`config.mk`:
```
export PLATFORM = sky130hd
export DESIGN_NAME = mrws_top
export DESIGN_NICKNAME = d
export VERILOG_FILES = /design/src/include/mrws_pkg.sv /design/src/include/mrws_sync_if.sv /design/src/hdl/mrws_sync.sv /design/src/hdl/mrws_top.sv
export SDC_FILE = /design/constraint.sdc
export NUM_CORES = 1
export LEC_CHECK = 0
export ABC_CLOCK_PERIOD_IN_PS = 2540
export BUFFER_PORTS_ARGS = -buffer_cell sky130_fd_sc_hd__clkbuf_2
export CAP_MARGIN = 5
export CELL_PAD_IN_SITES_DETAIL_PLACEMENT = 1
export CELL_PAD_IN_SITES_GLOBAL_PLACEMENT = 1
export CORE_MARGIN = 3
export CORE_UTILIZATION = 40
export CTS_CLUSTER_DIAMETER = 120
export DETAILED_ROUTE_END_ITERATION = 6
export PLACE_DENSITY_LB_ADDON = 0.3
export SYNTH_ARGS = -nofsm -noshare
export SYNTH_HDL_FRONTEND = slang
export SYNTH_SLANG_ARGS = --single-unit
```
`constraint.sdc`:
```
create_clock -name core_clk_i -period 2.54 [get_ports core_clk_i]
set_clock_uncertainty 0.15 [all_clocks]
set_input_delay 0.127 -clock core_clk_i [delete_from_list [all_inputs] [get_ports core_clk_i]]
set_output_delay 0.127 -clock core_clk_i [all_outputs]
set_load 0.005 [all_outputs]
```
`src/include/mrws_pkg.sv`:
```
// Purpose: Constants and types for the module reset, wake and status block.
// Assumes: Core clock of 100 MHz.
// Notes: Long hold counts are derived from times in their own units.
// Contract
// - Low hardware reset input reboots the processor.
// - Factory-restore input is polled, not edge triggered.
// - Restore held low 6 s restores defaults, reboots.
// - Rising wake edge leaves low-power state.
// - Standby indicator asserted while in standby state.
// - Wireless status LED is active low.
// - System status LED is active high.
// - Link speed LED low at 100Mbps.
// - Activity LED low on link, toggles on traffic.
// - Thirteen configurable pins reset as inputs.
package mrws_pkg;
  localparam int unsigned CLK_MHZ = 100;
  localparam int unsigned RESET_HOLD_MS = 50;
  localparam int unsigned RESTORE_HOLD_S = 6;
  localparam int unsigned POLL_US = 1000;
  localparam int unsigned RESET_HOLD_CYC = RESET_HOLD_MS * 1000 * CLK_MHZ;
  localparam int unsigned POLL_CYC = POLL_US * CLK_MHZ;
  localparam int unsigned RESTORE_POLLS = (RESTORE_HOLD_S * 1000000) / POLL_US;
  localparam int unsigned REBOOT_PULSE_CYC = 16;
  localparam int unsigned BLINK_CYC = 5000000;
  localparam int unsigned NUM_CFG_PINS = 13;
  localparam logic [12:0] CFG_DIR_RESET = 13'h0000;
  localparam logic [12:0] CFG_OUT_RESET = 13'h0000;
  typedef enum logic [3:0] {
    MRWS_RUN = 4'h1,
    MRWS_REBOOT = 4'h2,
    MRWS_RESTORE = 4'h4,
    MRWS_STANDBY = 4'h8
  } mrws_state_e;
endpackage : mrws_pkg

```
`src/include/mrws_sync_if.sv`:
```
`timescale 1ns/1ns
// Purpose: Carries raw pin levels in and synchronised levels out.
// Assumes: One clock domain.
// Notes: Three pins share the same two-stage synchroniser.
interface mrws_sync_if;
  logic [2:0] raw;
  logic [2:0] synced;
  modport sync (input raw, output synced);
  modport core (output raw, input synced);
endinterface : mrws_sync_if

```
`src/hdl/mrws_sync.sv`:
```
`timescale 1ns/1ns
// Purpose: Two-flop synchroniser for asynchronous control pins.
// Assumes: Reset and restore pins idle high, wake idles low; reset loads each idle level.
// Notes: The first stage feeds only the second stage.
module mrws_sync (
  input wire logic core_clk_i,
  input wire logic rst_n_i,
  mrws_sync_if.sync bus
);
  logic [2:0] meta_q;
  logic [2:0] sync_q;

  // Two stages per pin so metastability settles before use.
  always_ff @(posedge core_clk_i) begin
    if (!rst_n_i) begin
      meta_q <= 3'h3;
      sync_q <= 3'h3;
    end else begin
      meta_q <= bus.raw;
      sync_q <= meta_q;
    end
  end

  assign bus.synced = sync_q;
endmodule : mrws_sync

```
`src/hdl/mrws_top.sv`:
```
`timescale 1ns/1ns
// Purpose: Reset, factory-restore, wake, standby and status LED logic.
// Assumes: Pins are asynchronous to core_clk_i; status inputs are on core_clk_i.
// Notes: Configurable pins are three signals each; enable low means driving.
//   A low glitch on the hardware reset pin shorter than the hold never reboots the processor.
//   The restore pin is only looked at on poll ticks, so its hold is rounded to whole polls.
module mrws_top #(
  parameter int unsigned RESET_HOLD_CYC = mrws_pkg::RESET_HOLD_CYC,
  parameter int unsigned POLL_CYC = mrws_pkg::POLL_CYC,
  parameter int unsigned RESTORE_POLLS = mrws_pkg::RESTORE_POLLS,
  parameter int unsigned BLINK_CYC = mrws_pkg::BLINK_CYC
) (
  input wire logic core_clk_i,
  input wire logic rst_n_i,
  input wire logic hw_reset_in_n_i,
  input wire logic factory_restore_n_i,
  input wire logic wake_i,
  input wire logic sleep_req_i,
  input wire logic wireless_up_i,
  input wire logic system_ok_i,
  input wire logic link_up_i,
  input wire logic link_100m_i,
  input wire logic link_traffic_i,
  input wire logic [12:0] cfg_dir_i,
  input wire logic [12:0] cfg_out_i,
  input wire logic [12:0] configurable_pin_in_i,
  output logic [12:0] configurable_pin_o,
  output logic [12:0] configurable_pin_oe_n_o,
  output logic [12:0] configurable_pin_val_o,
  output logic cpu_reset_n_o,
  output logic restore_defaults_o,
  output logic standby_indicator_o,
  output logic wireless_status_led_o,
  output logic system_status_led_o,
  output logic link_speed_led_o,
  output logic link_activity_led_o
);
  mrws_sync_if sif ();

  // Raw pins enter the shared synchroniser as one bundle.
  assign sif.raw = {wake_i, factory_restore_n_i, hw_reset_in_n_i};

  mrws_sync u_sync (
    .core_clk_i(core_clk_i),
    .rst_n_i(rst_n_i),
    .bus(sif.sync)
  );

  // Synchronised pin levels, turned to an active-high meaning.
  wire hw_reset_s = ~sif.synced[0];
  wire restore_low_s = ~sif.synced[1];
  wire wake_s = sif.synced[2];

  mrws_pkg::mrws_state_e state_q, state_d;
  logic wake_prev_q;
  logic [31:0] rst_cnt_q;
  logic [31:0] poll_cnt_q;
  logic [31:0] hold_cnt_q;
  logic [7:0] pulse_cnt_q;
  logic [31:0] blink_cnt_q;
  logic blink_q;
  logic [12:0] cfg_in_meta_q;
  logic [12:0] cfg_in_q;

  // Decodes for edges, poll ticks and hold expiry.
  wire wake_rise = wake_s & ~wake_prev_q;
  wire poll_tick = (poll_cnt_q == POLL_CYC - 1);
  wire hold_done = restore_low_s && (hold_cnt_q >= RESTORE_POLLS - 1);
  wire rst_done = hw_reset_s && (rst_cnt_q >= 32'(RESET_HOLD_CYC - 1));
  wire pulse_done = (pulse_cnt_q == 8'(mrws_pkg::REBOOT_PULSE_CYC - 1));

  // The hardware reset is acted on by logic, independent of the poll.
  // Priority in run is hardware reset, then restore, then a sleep request.
  // Reboot is left only once the pin is high again, so a held pin keeps the processor in reset.
  always_comb begin
    state_d = state_q;
    case (state_q)
      mrws_pkg::MRWS_RUN: begin
        if (rst_done) state_d = mrws_pkg::MRWS_REBOOT;
        else if (poll_tick && hold_done) state_d = mrws_pkg::MRWS_RESTORE;
        else if (sleep_req_i) state_d = mrws_pkg::MRWS_STANDBY;
      end
      mrws_pkg::MRWS_RESTORE: begin
        state_d = mrws_pkg::MRWS_REBOOT;
      end
      mrws_pkg::MRWS_REBOOT: begin
        if (pulse_done && !hw_reset_s) state_d = mrws_pkg::MRWS_RUN;
      end
      mrws_pkg::MRWS_STANDBY: begin
        if (rst_done) state_d = mrws_pkg::MRWS_REBOOT;
        else if (wake_rise) state_d = mrws_pkg::MRWS_RUN;
      end
      default: state_d = mrws_pkg::MRWS_RUN;
    endcase
  end

  // State and edge register.
  always_ff @(posedge core_clk_i) begin
    if (!rst_n_i) begin
      state_q <= mrws_pkg::MRWS_RUN;
      wake_prev_q <= 1'b0;
    end else begin
      state_q <= state_d;
      wake_prev_q <= wake_s;
    end
  end

  // Reset low-time counter; a short glitch never reboots the processor.
  always_ff @(posedge core_clk_i) begin
    if (!rst_n_i || !hw_reset_s) rst_cnt_q <= 32'h0;
    else if (!rst_done) rst_cnt_q <= rst_cnt_q + 32'h1;
  end

  // Poll interval timer.
  // It runs from reset release, so the first tick comes a full period later.
  always_ff @(posedge core_clk_i) begin
    if (!rst_n_i || poll_tick) poll_cnt_q <= 32'h0;
    else poll_cnt_q <= poll_cnt_q + 32'h1;
  end

  // Restore hold timer counts polls; a high sample clears it at once.
  // The count stops at its end value, so it can never wrap around.
  always_ff @(posedge core_clk_i) begin
    if (!rst_n_i) hold_cnt_q <= 32'h0;
    else if (poll_tick) begin
      if (!restore_low_s) hold_cnt_q <= 32'h0;
      else if (!hold_done) hold_cnt_q <= hold_cnt_q + 32'h1;
    end
  end

  // Reboot pulse length, so the processor sees a clean reset.
  // The count restarts on every entry to reboot, so back-to-back reboots get full pulses.
  always_ff @(posedge core_clk_i) begin
    if (!rst_n_i || state_q != mrws_pkg::MRWS_REBOOT) pulse_cnt_q <= 8'h00;
    else if (!pulse_done) pulse_cnt_q <= pulse_cnt_q + 8'h01;
  end

  // Blink timer for the activity LED.
  // It runs free, so the LED phase is not tied to the start of traffic.
  always_ff @(posedge core_clk_i) begin
    if (!rst_n_i) begin
      blink_cnt_q <= 32'h0;
      blink_q <= 1'b0;
    end else if (blink_cnt_q == BLINK_CYC - 1) begin
      blink_cnt_q <= 32'h0;
      blink_q <= ~blink_q;
    end else begin
      blink_cnt_q <= blink_cnt_q + 32'h1;
    end
  end

  // Next values of the control outputs. They are decoded from state_d so that
  // each output turns on the same edge as the state, not one cycle behind it.
  wire cpu_reset_n_d = (state_d != mrws_pkg::MRWS_REBOOT);
  wire restore_defaults_d = (state_d == mrws_pkg::MRWS_RESTORE);
  wire standby_indicator_d = (state_d == mrws_pkg::MRWS_STANDBY);

  // Next values of the status LEDs; each pin keeps its own polarity.
  // The status inputs are on core_clk_i already, so no synchroniser is spent on them.
  wire wireless_led_d = ~wireless_up_i;
  wire system_led_d = system_ok_i;
  wire speed_led_d = ~(link_up_i & link_100m_i);

  // The activity LED is solid on with a link, blinks with traffic and is off without a link.
  // Traffic shorter than one blink half period may not show at all; that is accepted.
  wire activity_led_d = ~link_up_i | (link_traffic_i & blink_q);

  // Control outputs; reset holds the processor in reset and clears the rest.
  always_ff @(posedge core_clk_i) begin
    if (!rst_n_i) begin
      cpu_reset_n_o <= 1'b0;
      restore_defaults_o <= 1'b0;
      standby_indicator_o <= 1'b0;
    end else begin
      cpu_reset_n_o <= cpu_reset_n_d;
      restore_defaults_o <= restore_defaults_d;
      standby_indicator_o <= standby_indicator_d;
    end
  end

  // Status LED outputs; reset shows every LED dark whatever its polarity.
  always_ff @(posedge core_clk_i) begin
    if (!rst_n_i) begin
      wireless_status_led_o <= 1'b1;
      system_status_led_o <= 1'b0;
      link_speed_led_o <= 1'b1;
      link_activity_led_o <= 1'b1;
    end else begin
      wireless_status_led_o <= wireless_led_d;
      system_status_led_o <= system_led_d;
      link_speed_led_o <= speed_led_d;
      link_activity_led_o <= activity_led_d;
    end
  end

  // Direction of the configurable pins. Direction 1 means output, so the
  // enable is its inverse: low while the pin is driven.
  wire [12:0] cfg_oe_n_d = ~cfg_dir_i;

  // Reset makes every configurable pin an input, so nothing is driven before set-up.
  always_ff @(posedge core_clk_i) begin
    if (!rst_n_i) begin
      configurable_pin_oe_n_o <= ~mrws_pkg::CFG_DIR_RESET;
      configurable_pin_o <= mrws_pkg::CFG_OUT_RESET;
    end else begin
      configurable_pin_oe_n_o <= cfg_oe_n_d;
      configurable_pin_o <= cfg_out_i;
    end
  end

  // Pin levels read back through two flip-flops and one output register.
  // Only cfg_in_q reads the first stage, so a metastable level never fans out.
  always_ff @(posedge core_clk_i) begin
    if (!rst_n_i) begin
      cfg_in_meta_q <= 13'h0000;
      cfg_in_q <= 13'h0000;
      configurable_pin_val_o <= 13'h0000;
    end else begin
      cfg_in_meta_q <= configurable_pin_in_i;
      cfg_in_q <= cfg_in_meta_q;
      configurable_pin_val_o <= cfg_in_q;
    end
  end
endmodule : mrws_top

```
==> run_summary.xml, run 1 <==
<?xml version="1.0" encoding="UTF-8"?>
<metrics>
  <group name="global_route">
    <metric name="gr-usage-met1" unit="%">23.2</metric>
    <metric name="grt-busiest-layer" unit="">met2</metric>
    <metric name="grt_usage" unit="%">18.8</metric>
    <metric name="largest_net_degree_at_the_start_of_global_routing" unit="">44</metric>
    <metric name="global_route.overflow_total" unit="">0</metric>
    <metric name="met2_usage" unit="%">32.7</metric>
    <metric name="first_global_vias" unit="">7150</metric>
    <metric name="grt_util_met3" unit="%">4.78</metric>
    <metric name="grt_first_pass_wirelength" unit="um">35000</metric>
    <metric name="grt_antenna_before_repair" unit="">0</metric>
  </group>
  <group name="sta">
    <metric name="worst_hold_slack" unit="ps">171</metric>
    <metric name="rsz_0062_raised_after_global_routing" unit="">true</metric>
    <metric name="final_period_minus_worst_setup_slack" unit="ps">2480</metric>
    <metric name="fmaxAchievable" unit="GHz">0.403</metric>
    <metric name="worstMarginPinSlew" unit="ps">689</metric>
    <metric name="final_slew_viol_count" unit="">0</metric>
    <metric name="tns" unit="ps">0</metric>
    <metric name="slew_headroom" unit="%">54.1</metric>
    <metric name="finalCritPeriodShare" unit="%">97.8</metric>
    <metric name="hold_violations" unit="">0</metric>
    <metric name="setup_viol" unit="">0</metric>
  </group>
  <group name="synth">
    <metric name="synth_sequential_area_ratio" unit="%">53.4</metric>
    <metric name="synth_async_sr_flop_share" unit="%">0</metric>
    <metric name="postSynthCellCount" unit="">872</metric>
    <metric name="postSynthRegisterBits" unit="">220</metric>
    <metric name="post_synth_net_total" unit="">927</metric>
    <metric name="synth_edf_count" unit="">0</metric>
    <metric name="mappedNetlistArea" unit="sq um">8250</metric>
    <metric name="netlist-cell-type-count" unit="">53</metric>
    <metric name="ys.flop_type" unit="">sky130_fd_sc_hd__dfxtp_1</metric>
    <metric name="post_synth.cell_area_avg" unit="sq um">9.46</metric>
    <metric name="synth.yosys.warnings" unit="">0</metric>
  </group>
  <group name="cells_and_area">
    <metric name="flow.area_growth_from_synthesis" unit="%">29.3</metric>
    <metric name="finish.cell_count_without_fillers" unit="">1334</metric>
    <metric name="final_layout_size_suffix_gt1_share" unit="%">18.4</metric>
    <metric name="design.final.nets" unit="">1105</metric>
    <metric name="num-fill-cells" unit="">2259</metric>
    <metric name="diodes" unit="">0</metric>
  </group>
  <group name="worst_setup_path">
    <metric name="worst-endpoint-required" unit="ps">2810</metric>
    <metric name="cp_max_fo" unit="">4</metric>
    <metric name="path_delay_family" unit="">simple AND/OR/NAND/NOR gates</metric>
    <metric name="critPathKind" unit="">flip-flop to flip-flop</metric>
    <metric name="critical_path.max_stage_delay" unit="ps">610</metric>
    <metric name="worst_setup_path_end_kind" unit="">flip-flop</metric>
    <metric name="path_cells" unit="">nor4b_2, nand4_1, or4_1, or3_1, o211a_1, o221a_2</metric>
    <metric name="worstPathBufferInverterCount" unit="">0</metric>
    <metric name="timing.critical_path.from_type" unit="">flip-flop</metric>
    <metric name="arrival" unit="ps">2750</metric>
    <metric name="cp_max_delay_cell" unit="">sky130_fd_sc_hd__or4_1</metric>
  </group>
  <group name="floorplanning">
    <metric name="number_of_top_level_pins" unit="">96</metric>
    <metric name="start_util" unit="%">41.5</metric>
    <metric name="die_w" unit="um">150</metric>
    <metric name="die_h" unit="um">150</metric>
    <metric name="floorplan.core_area" unit="sq um">19800</metric>
    <metric name="placementRows" unit="">51</metric>
    <metric name="design.die.area" unit="sq um">22400</metric>
  </group>
  <group name="cts">
    <metric name="root_buffer" unit="">sky130_fd_sc_hd__clkbuf_16</metric>
    <metric name="insertion_delay" unit="ps">530</metric>
    <metric name="cts_tree" unit="">yes</metric>
    <metric name="numCtsBuffers" unit="">25</metric>
    <metric name="cts.sinks" unit="">220</metric>
    <metric name="cts.clk_slew.worst_paths" unit="ps">60</metric>
    <metric name="cts_max_path_buffers" unit="">3</metric>
    <metric name="cts.htree.levels" unit="">1</metric>
  </group>
  <group name="route">
    <metric name="residual_drc" unit="">0</metric>
    <metric name="via_per_inst" unit="">5.01</metric>
    <metric name="drt.antenna.violating_nets" unit="">0</metric>
    <metric name="vias" unit="">6684</metric>
    <metric name="firstDrtPassIters" unit="">6</metric>
    <metric name="route.final.wire_length" unit="um">20600</metric>
    <metric name="routedWlPerCell" unit="um">15.4</metric>
    <metric name="drt-initial-drc-count" unit="">286</metric>
  </group>
  <group name="status">
    <metric name="result_of_the_run" unit="">finished, final reports clean</metric>
  </group>
  <group name="placed_design">
    <metric name="post-place-cells" unit="">1233</metric>
    <metric name="routabilityCongestion" unit="">0.807</metric>
    <metric name="port_buffers" unit="">95</metric>
    <metric name="detailed_place_hpwl" unit="um">12700</metric>
  </group>
  <group name="power">
    <metric name="power_per_cell_area" unit="nW/um^2">730</metric>
    <metric name="static-leakage-power" unit="nW">4.31</metric>
    <metric name="report.power.total" unit="W">0.00778</metric>
    <metric name="worst_ir_drop_vdd" unit="uV">455</metric>
  </group>
  <group name="run">
    <metric name="cap_violations" unit="">0</metric>
  </group>
  <group name="hold_path">
    <metric name="worstHoldPathType" unit="">input pin to flip-flop</metric>
  </group>
</metrics>
## power by group
group	switching, W	internal [W]	total, W
Combinational	0.000152	0.000178	0.000329
Sequential	0.0000507	0.00353	0.00358
Clock	0.00149	0.00239	0.00388
## final timing paths
| check | depth (start not counted) | to | from | slack, ps |
|---|---|---|---|---|
| hold reg to reg | 1 | u_sync.bus.synced[1] | u_sync.meta_q[1] | 260 |
| setup / recovery | 6 | state_q[3] | poll_cnt_q[8] | 60 |
| hold / removal | 3 | configurable_pin_oe_n_o[2] | cfg_dir_i[2] | 170 |
| setup reg to reg | 6 | state_q[3] | poll_cnt_q[8] | 60 |
## cell usage in the layout, fill, tap and decap left out, types with 8 or more instances in the layout
master | synthesis | layout
sky130_fd_sc_hd__clkbuf_2 | 0 | 95
sky130_fd_sc_hd__nor3_1 | 12 | 12
sky130_fd_sc_hd__dlygate4sd3_1 | 0 | 50
sky130_fd_sc_hd__xor2_1 | 46 | 46
sky130_fd_sc_hd__o211ai_1 | 8 | 8
sky130_fd_sc_hd__o21ai_0 | 9 | 9
sky130_fd_sc_hd__inv_1 | 14 | 14
sky130_fd_sc_hd__nor4_1 | 18 | 18
sky130_fd_sc_hd__buf_4 | 0 | 35
sky130_fd_sc_hd__and3_1 | 23 | 23
sky130_fd_sc_hd__nand2b_1 | 11 | 11
sky130_fd_sc_hd__a21oi_1 | 15 | 15
sky130_fd_sc_hd__xnor2_1 | 35 | 35
sky130_fd_sc_hd__dfxtp_1 | 220 | 220
sky130_fd_sc_hd__nand4_1 | 29 | 29
sky130_fd_sc_hd__and2_1 | 89 | 89
sky130_fd_sc_hd__nor2_1 | 119 | 119
sky130_fd_sc_hd__clkbuf_8 | 0 | 9
sky130_fd_sc_hd__nand3_1 | 38 | 38
sky130_fd_sc_hd__or3_1 | 10 | 10
sky130_fd_sc_hd__nand2_1 | 71 | 71
sky130_fd_sc_hd__clkbuf_16 | 0 | 25
## sequential cells by signal, indices dropped and copies added, names as in the netlist, 4 cells and up
register	cells
blink_cnt_q	32
cfg_in_meta_q	13
cfg_in_q	13
configurable_pin_o	13
configurable_pin_oe_n_o	13
configurable_pin_val_o	13
hold_cnt_q	32
poll_cnt_q	32
pulse_cnt_q	8
rst_cnt_q	32
state_q	4
## cell usage after synthesis, types with 3 or more instances
cell type / instances / area [sq um]
sky130_fd_sc_hd__dfxtp_1: 220 / 4400
sky130_fd_sc_hd__nor2_1: 119 / 447
sky130_fd_sc_hd__and2_1: 89 / 557
sky130_fd_sc_hd__nand2_1: 71 / 267
sky130_fd_sc_hd__xor2_1: 46 / 403
sky130_fd_sc_hd__nand3_1: 38 / 190
sky130_fd_sc_hd__xnor2_1: 35 / 307
sky130_fd_sc_hd__nand4_1: 29 / 181
sky130_fd_sc_hd__clkbuf_1: 26 / 97.6
sky130_fd_sc_hd__and3_1: 23 / 144
sky130_fd_sc_hd__nor4_1: 18 / 113
sky130_fd_sc_hd__a21oi_1: 15 / 75.1
sky130_fd_sc_hd__inv_1: 14 / 52.6
sky130_fd_sc_hd__nor3_1: 12 / 60.1
sky130_fd_sc_hd__nand2b_1: 11 / 68.8
sky130_fd_sc_hd__or3_1: 10 / 62.6
sky130_fd_sc_hd__o21ai_0: 9 / 45.0
sky130_fd_sc_hd__o211ai_1: 8 / 60.1
sky130_fd_sc_hd__a31o_2: 6 / 52.6
sky130_fd_sc_hd__mux2i_1: 6 / 60.1
sky130_fd_sc_hd__nor4b_1: 6 / 52.6
sky130_fd_sc_hd__ha_1: 5 / 62.6
sky130_fd_sc_hd__or4_1: 4 / 30.0
sky130_fd_sc_hd__a211oi_1: 3 / 22.5
sky130_fd_sc_hd__a21o_1: 3 / 22.5
sky130_fd_sc_hd__and4_1: 3 / 26.3
sky130_fd_sc_hd__nor3b_1: 3 / 22.5
sky130_fd_sc_hd__nor4bb_1: 3 / 30.0
sky130_fd_sc_hd__o21a_1: 3 / 22.5
## tightest hold or removal path, stage by stage
cell                            delay, ps
sky130_fd_sc_hd__dlygate4sd3_1        530
sky130_fd_sc_hd__clkbuf_2             100
sky130_fd_sc_hd__nand2_1               40
## logic make-up (layout without fill, tap and decap cells)
group	Yosys count	count (layout)	synth area share (%)
buffers and inverters	45	242	2.17
adder cells (fa/ha/maj)	5	5	0.759
flip-flops	220	220	53.4
XOR/XNOR	81	81	8.60
AND/OR/NAND/NOR	448	448	28.3
multiplexers	6	6	0.728
AO/OA/AOI/OAI	67	67	6.01
## metrics by stage
stage | cell area [sq um] | setup slack (ps) | utilization [%]
after floorplan | 8250 | 127 | -
after detailed placement | 9190 | 49.5 | 46.3
final | 10700 | 56.3 | 53.7
after global routing | 10700 | -68.3 | 53.7
after global placement | 9190 | 131 | 46.3
after CTS | 10600 | 38.1 | 53.4
## layer usage
metal / share of wire, % / up-vias
li1: - / 3318
met4: 2.2 / 0
met5: 0 / -
met2: 48 / 126
met3: 5.6 / 35
met1: 44 / 3205
## cell type report
cell class | instances | area [sq um] | share of cell area (%)
Sequential cell | 220 | 4400 | 41.3
Tap cell | 265 | 332 | 3.11
Multi-Input combinational cell | 607 | 3680 | 34.5
Clock inverter | 12 | 164 | 1.54
Timing Repair Buffer | 182 | 1280 | 12.0
Inverter | 14 | 52.6 | 0.493
Clock buffer | 34 | 749 | 7.03
## what timing repair did
item | in CTS | in global routing
gates resized for setup | 0 | 4
setup endpoints to repair | 0 | 33
endpoints found under the hold margin | 56 | 0
hold buffers | 50 | 0
setup buffers | 0 | 5
Power figures use the tool's default switching activity.
==> run 2, diff against run 1 <==
--- a/config.mk
+++ b/config.mk
@@ -5,13 +5,14 @@
 export SDC_FILE = /design/constraint.sdc
 export NUM_CORES = 1
 export LEC_CHECK = 0
+export ABC_AREA = 1
 export ABC_CLOCK_PERIOD_IN_PS = 2540
 export BUFFER_PORTS_ARGS = -buffer_cell sky130_fd_sc_hd__clkbuf_2
 export CAP_MARGIN = 5
 export CELL_PAD_IN_SITES_DETAIL_PLACEMENT = 1
 export CELL_PAD_IN_SITES_GLOBAL_PLACEMENT = 1
 export CORE_MARGIN = 3
-export CORE_UTILIZATION = 40
+export CORE_UTILIZATION = 39
 export CTS_CLUSTER_DIAMETER = 120
 export DETAILED_ROUTE_END_ITERATION = 6
 export PLACE_DENSITY_LB_ADDON = 0.3
==> run 2 against run 1 <==
Die area grew 19%. Largest cell class is now multi-input gates. Critical path depth increased by 3. Critical endpoint is now blink_cnt_q[6]. Routed wire length up 42%. First-iteration DRC count is 44% higher. Final area is 12% higher. Clock power up 4%.
==> run_summary.xml, run 2 <==
<?xml version="1.0" encoding="UTF-8"?>
<metrics>
  <group name="synth">
    <metric name="postSynthCellCount" unit="">1358</metric>
    <metric name="ys.flop_type" unit="">sky130_fd_sc_hd__dfxtp_1</metric>
    <metric name="mappedNetlistArea" unit="sq um">9670</metric>
    <metric name="synth.top_cells.by_area" unit="">sky130_fd_sc_hd__dfxtp_1 46%, sky130_fd_sc_hd__nand2_1 12%, sky130_fd_sc_hd__nor2_1 7.6%</metric>
    <metric name="synth.cells.most_frequent" unit="">319 x sky130_fd_sc_hd__nand2_1, 220 x sky130_fd_sc_hd__dfxtp_1, 195 x sky130_fd_sc_hd__nor2_1</metric>
    <metric name="postSynthRegisterBits" unit="">220</metric>
    <metric name="post_synth.cell_area_avg" unit="sq um">7.12</metric>
    <metric name="synth_edf_count" unit="">0</metric>
    <metric name="synth_async_sr_flop_share" unit="%">0</metric>
    <metric name="synth_sequential_area_ratio" unit="%">45.5</metric>
    <metric name="cell_with_the_most_instances_after_synthesis" unit="">sky130_fd_sc_hd__nand2_1</metric>
    <metric name="yosysTopAreaCellShare" unit="%">45.5</metric>
    <metric name="netlist-cell-type-count" unit="">37</metric>
    <metric name="synth.yosys.warnings" unit="">0</metric>
    <metric name="post_synth_net_total" unit="">1413</metric>
    <metric name="post-synth-top-area-cell" unit="">sky130_fd_sc_hd__dfxtp_1</metric>
  </group>
  <group name="power">
    <metric name="power_per_cell_area" unit="nW/um^2">668</metric>
    <metric name="static-leakage-power" unit="nW">4.87</metric>
    <metric name="worst_ir_drop_vdd" unit="uV">514</metric>
  </group>
  <group name="sta">
    <metric name="final_slew_viol_count" unit="">0</metric>
    <metric name="rsz_0062_raised_after_global_routing" unit="">false</metric>
    <metric name="tns" unit="ps">0</metric>
    <metric name="setup_viol" unit="">0</metric>
    <metric name="final_period_minus_worst_setup_slack" unit="ps">2370</metric>
    <metric name="finalCritPeriodShare" unit="%">93.3</metric>
    <metric name="hold_violations" unit="">0</metric>
    <metric name="slew_headroom" unit="%">43.7</metric>
    <metric name="fmaxAchievable" unit="GHz">0.422</metric>
    <metric name="worstMarginPinSlew" unit="ps">844</metric>
  </group>
  <group name="global_route">
    <metric name="grt_first_pass_wirelength" unit="um">48500</metric>
    <metric name="largest_net_degree_at_the_start_of_global_routing" unit="">73</metric>
    <metric name="grt_usage" unit="%">22.0</metric>
    <metric name="first_global_vias" unit="">9948</metric>
    <metric name="global_route.overflow_total" unit="">0</metric>
    <metric name="grt_antenna_before_repair" unit="">1</metric>
  </group>
  <group name="floorplanning">
    <metric name="start_util" unit="%">40.5</metric>
    <metric name="floorplan.core_area" unit="sq um">23900</metric>
    <metric name="number_of_top_level_pins" unit="">96</metric>
    <metric name="die_w" unit="um">163</metric>
    <metric name="die_h" unit="um">163</metric>
    <metric name="design.die.area" unit="sq um">26700</metric>
    <metric name="placementRows" unit="">56</metric>
  </group>
  <group name="worst_setup_path">
    <metric name="r2r-start" unit="">blink_cnt_q[0]</metric>
    <metric name="worst_setup_path_end_kind" unit="">flip-flop</metric>
    <metric name="cp-endpoint" unit="">blink_cnt_q[6]</metric>
    <metric name="timing.critical_path.from_type" unit="">flip-flop</metric>
    <metric name="worst-endpoint-required" unit="ps">2800</metric>
    <metric name="arrival" unit="ps">2630</metric>
    <metric name="startpoint" unit="">blink_cnt_q[0]</metric>
    <metric name="critPathKind" unit="">flip-flop to flip-flop</metric>
    <metric name="worst_r2r_endpoint" unit="">blink_cnt_q[6]</metric>
    <metric name="r2r_slack" unit="ps">170</metric>
    <metric name="rr_worst_depth" unit="">9</metric>
    <metric name="cp_max_fo" unit="">32</metric>
  </group>
  <group name="placed_design">
    <metric name="routabilityCongestion" unit="">0.848</metric>
    <metric name="detailed_place_hpwl" unit="um">18900</metric>
    <metric name="port_buffers" unit="">95</metric>
  </group>
  <group name="cells_and_area">
    <metric name="finished_core_util" unit="%">49.8</metric>
    <metric name="design.final.nets" unit="">1562</metric>
    <metric name="flow.area_growth_from_synthesis" unit="%">23.1</metric>
    <metric name="most_common_cell_after_layout_fill_and_taps_aside" unit="">sky130_fd_sc_hd__nand2_1</metric>
    <metric name="final_cell_mix" unit="">319 x sky130_fd_sc_hd__nand2_1, 220 x sky130_fd_sc_hd__dfxtp_1, 195 x sky130_fd_sc_hd__nor2_1</metric>
    <metric name="num-fill-cells" unit="">3044</metric>
    <metric name="final_layout_size_suffix_gt1_share" unit="%">12.6</metric>
  </group>
  <group name="cts">
    <metric name="insertion_delay" unit="ps">540</metric>
    <metric name="cts_max_path_buffers" unit="">3</metric>
    <metric name="cts.clk_slew.worst_paths" unit="ps">70</metric>
    <metric name="cts.sinks" unit="">220</metric>
    <metric name="cts_repair_resize_count" unit="">0</metric>
    <metric name="numCtsBuffers" unit="">25</metric>
    <metric name="root_buffer" unit="">sky130_fd_sc_hd__clkbuf_16</metric>
    <metric name="cts_tree" unit="">yes</metric>
    <metric name="cts.htree.levels" unit="">1</metric>
  </group>
  <group name="route">
    <metric name="via_per_inst" unit="">4.99</metric>
    <metric name="firstDrtPassIters" unit="">4</metric>
    <metric name="residual_drc" unit="">0</metric>
    <metric name="drt.antenna.violating_nets" unit="">0</metric>
    <metric name="vias" unit="">9220</metric>
    <metric name="routedWlPerCell" unit="um">15.9</metric>
    <metric name="drt-initial-drc-count" unit="">411</metric>
    <metric name="route.final.wire_length" unit="um">29300</metric>
  </group>
  <group name="status">
    <metric name="result_of_the_run" unit="">finished, final reports clean</metric>
  </group>
  <group name="run">
    <metric name="cap_violations" unit="">0</metric>
  </group>
  <group name="hold_path">
    <metric name="worstHoldPathType" unit="">input pin to flip-flop</metric>
  </group>
</metrics>
run 2: power by group:
group	internal [W]	leakage, nW	switching, W	total, W
sequential	0.00353	1.79	0.0000415	0.00357
combinational	0.000153	2.63	0.000194	0.000347
clock	0.00249	0.453	0.00155	0.00404
run 2: cell type report:
cell class	count	area, sq um	share of cell area [%]
well taps	319	399	3.35
diodes	1	2.50	0.0210
multi-input cells	921	4410	37.0
inverters	182	683	5.74
clock buffers	33	706	5.93
flip-flops and latches	220	4400	37.0
clock inverters	13	223	1.87
repair buffers	157	1080	9.08
run 2: per-layer routing:
metal | vias to the layer above | share of wire [%] | track usage (%)
met5 | - | 0 | 0
met4 | 0 | 2.9 | 6.46
li1 | 4582 | - | -
met1 | 4389 | 43 | 26.5
met2 | 179 | 49 | 39.4
met3 | 70 | 5.3 | 4.79
run 2: worst min path at each step:
stage / start / end / slack, ps / cells after the start
detailed placement: cfg_dir_i[5] / configurable_pin_oe_n_o[5] / 130 / 2
floorplan: cfg_dir_i[0] / configurable_pin_oe_n_o[0] / 40 / 1
finish: cfg_dir_i[6] / configurable_pin_oe_n_o[6] / 150 / 3
CTS: cfg_dir_i[0] / configurable_pin_oe_n_o[0] / 120 / 3
global placement: cfg_dir_i[10] / configurable_pin_oe_n_o[10] / 130 / 2
global route: cfg_dir_i[0] / configurable_pin_oe_n_o[0] / 150 / 3
run 2: per-stage QoR:
stage | total power (W) | instances | hold WS (ps) | area, sq um | setup slack, ps
global route | 0.00824 | 1846 | 146 | 11900 | 25.6
global placement | 0.00389 | 1748 | 125 | 10500 | 426
detailed placement | 0.00390 | 1748 | 128 | 10500 | 347
finish | 0.00795 | 1846 | 145 | 11900 | 170
floorplan | 0.00377 | 1358 | 38.9 | 9670 | 746
CTS | 0.00799 | 1845 | 116 | 11900 | 297
run 2: cells by family (layout without fill, tap and decap cells):
family,after synthesis,in the layout,synth area share [%]
AOI/OAI and AO/OA,101,101,5.32
xor gates and xnor gates,48,48,4.35
adders and majority gates,5,5,0.647
buffers and inverters,217,385,8.85
DFF,220,220,45.5
other,0,1,0
and+or+nand+nor,767,767,35.3
run 2: repair_timing:
item / CTS / global route
hold buffers: 51 / 0
setup buffers: 0 / 0
endpoints found under the hold margin: 54 / 0
run 2: critical path: stages, from the launching register on:
cell and delay, ps:
sky130_fd_sc_hd__dfxtp_1 400, sky130_fd_sc_hd__ha_1 250, sky130_fd_sc_hd__nand2_1 120, sky130_fd_sc_hd__nor2_2 200
sky130_fd_sc_hd__nand2_1 130, sky130_fd_sc_hd__nor2_1 170, sky130_fd_sc_hd__nand4_1 220, sky130_fd_sc_hd__nand2_1 120
sky130_fd_sc_hd__buf_4 350, sky130_fd_sc_hd__nor2_1 120
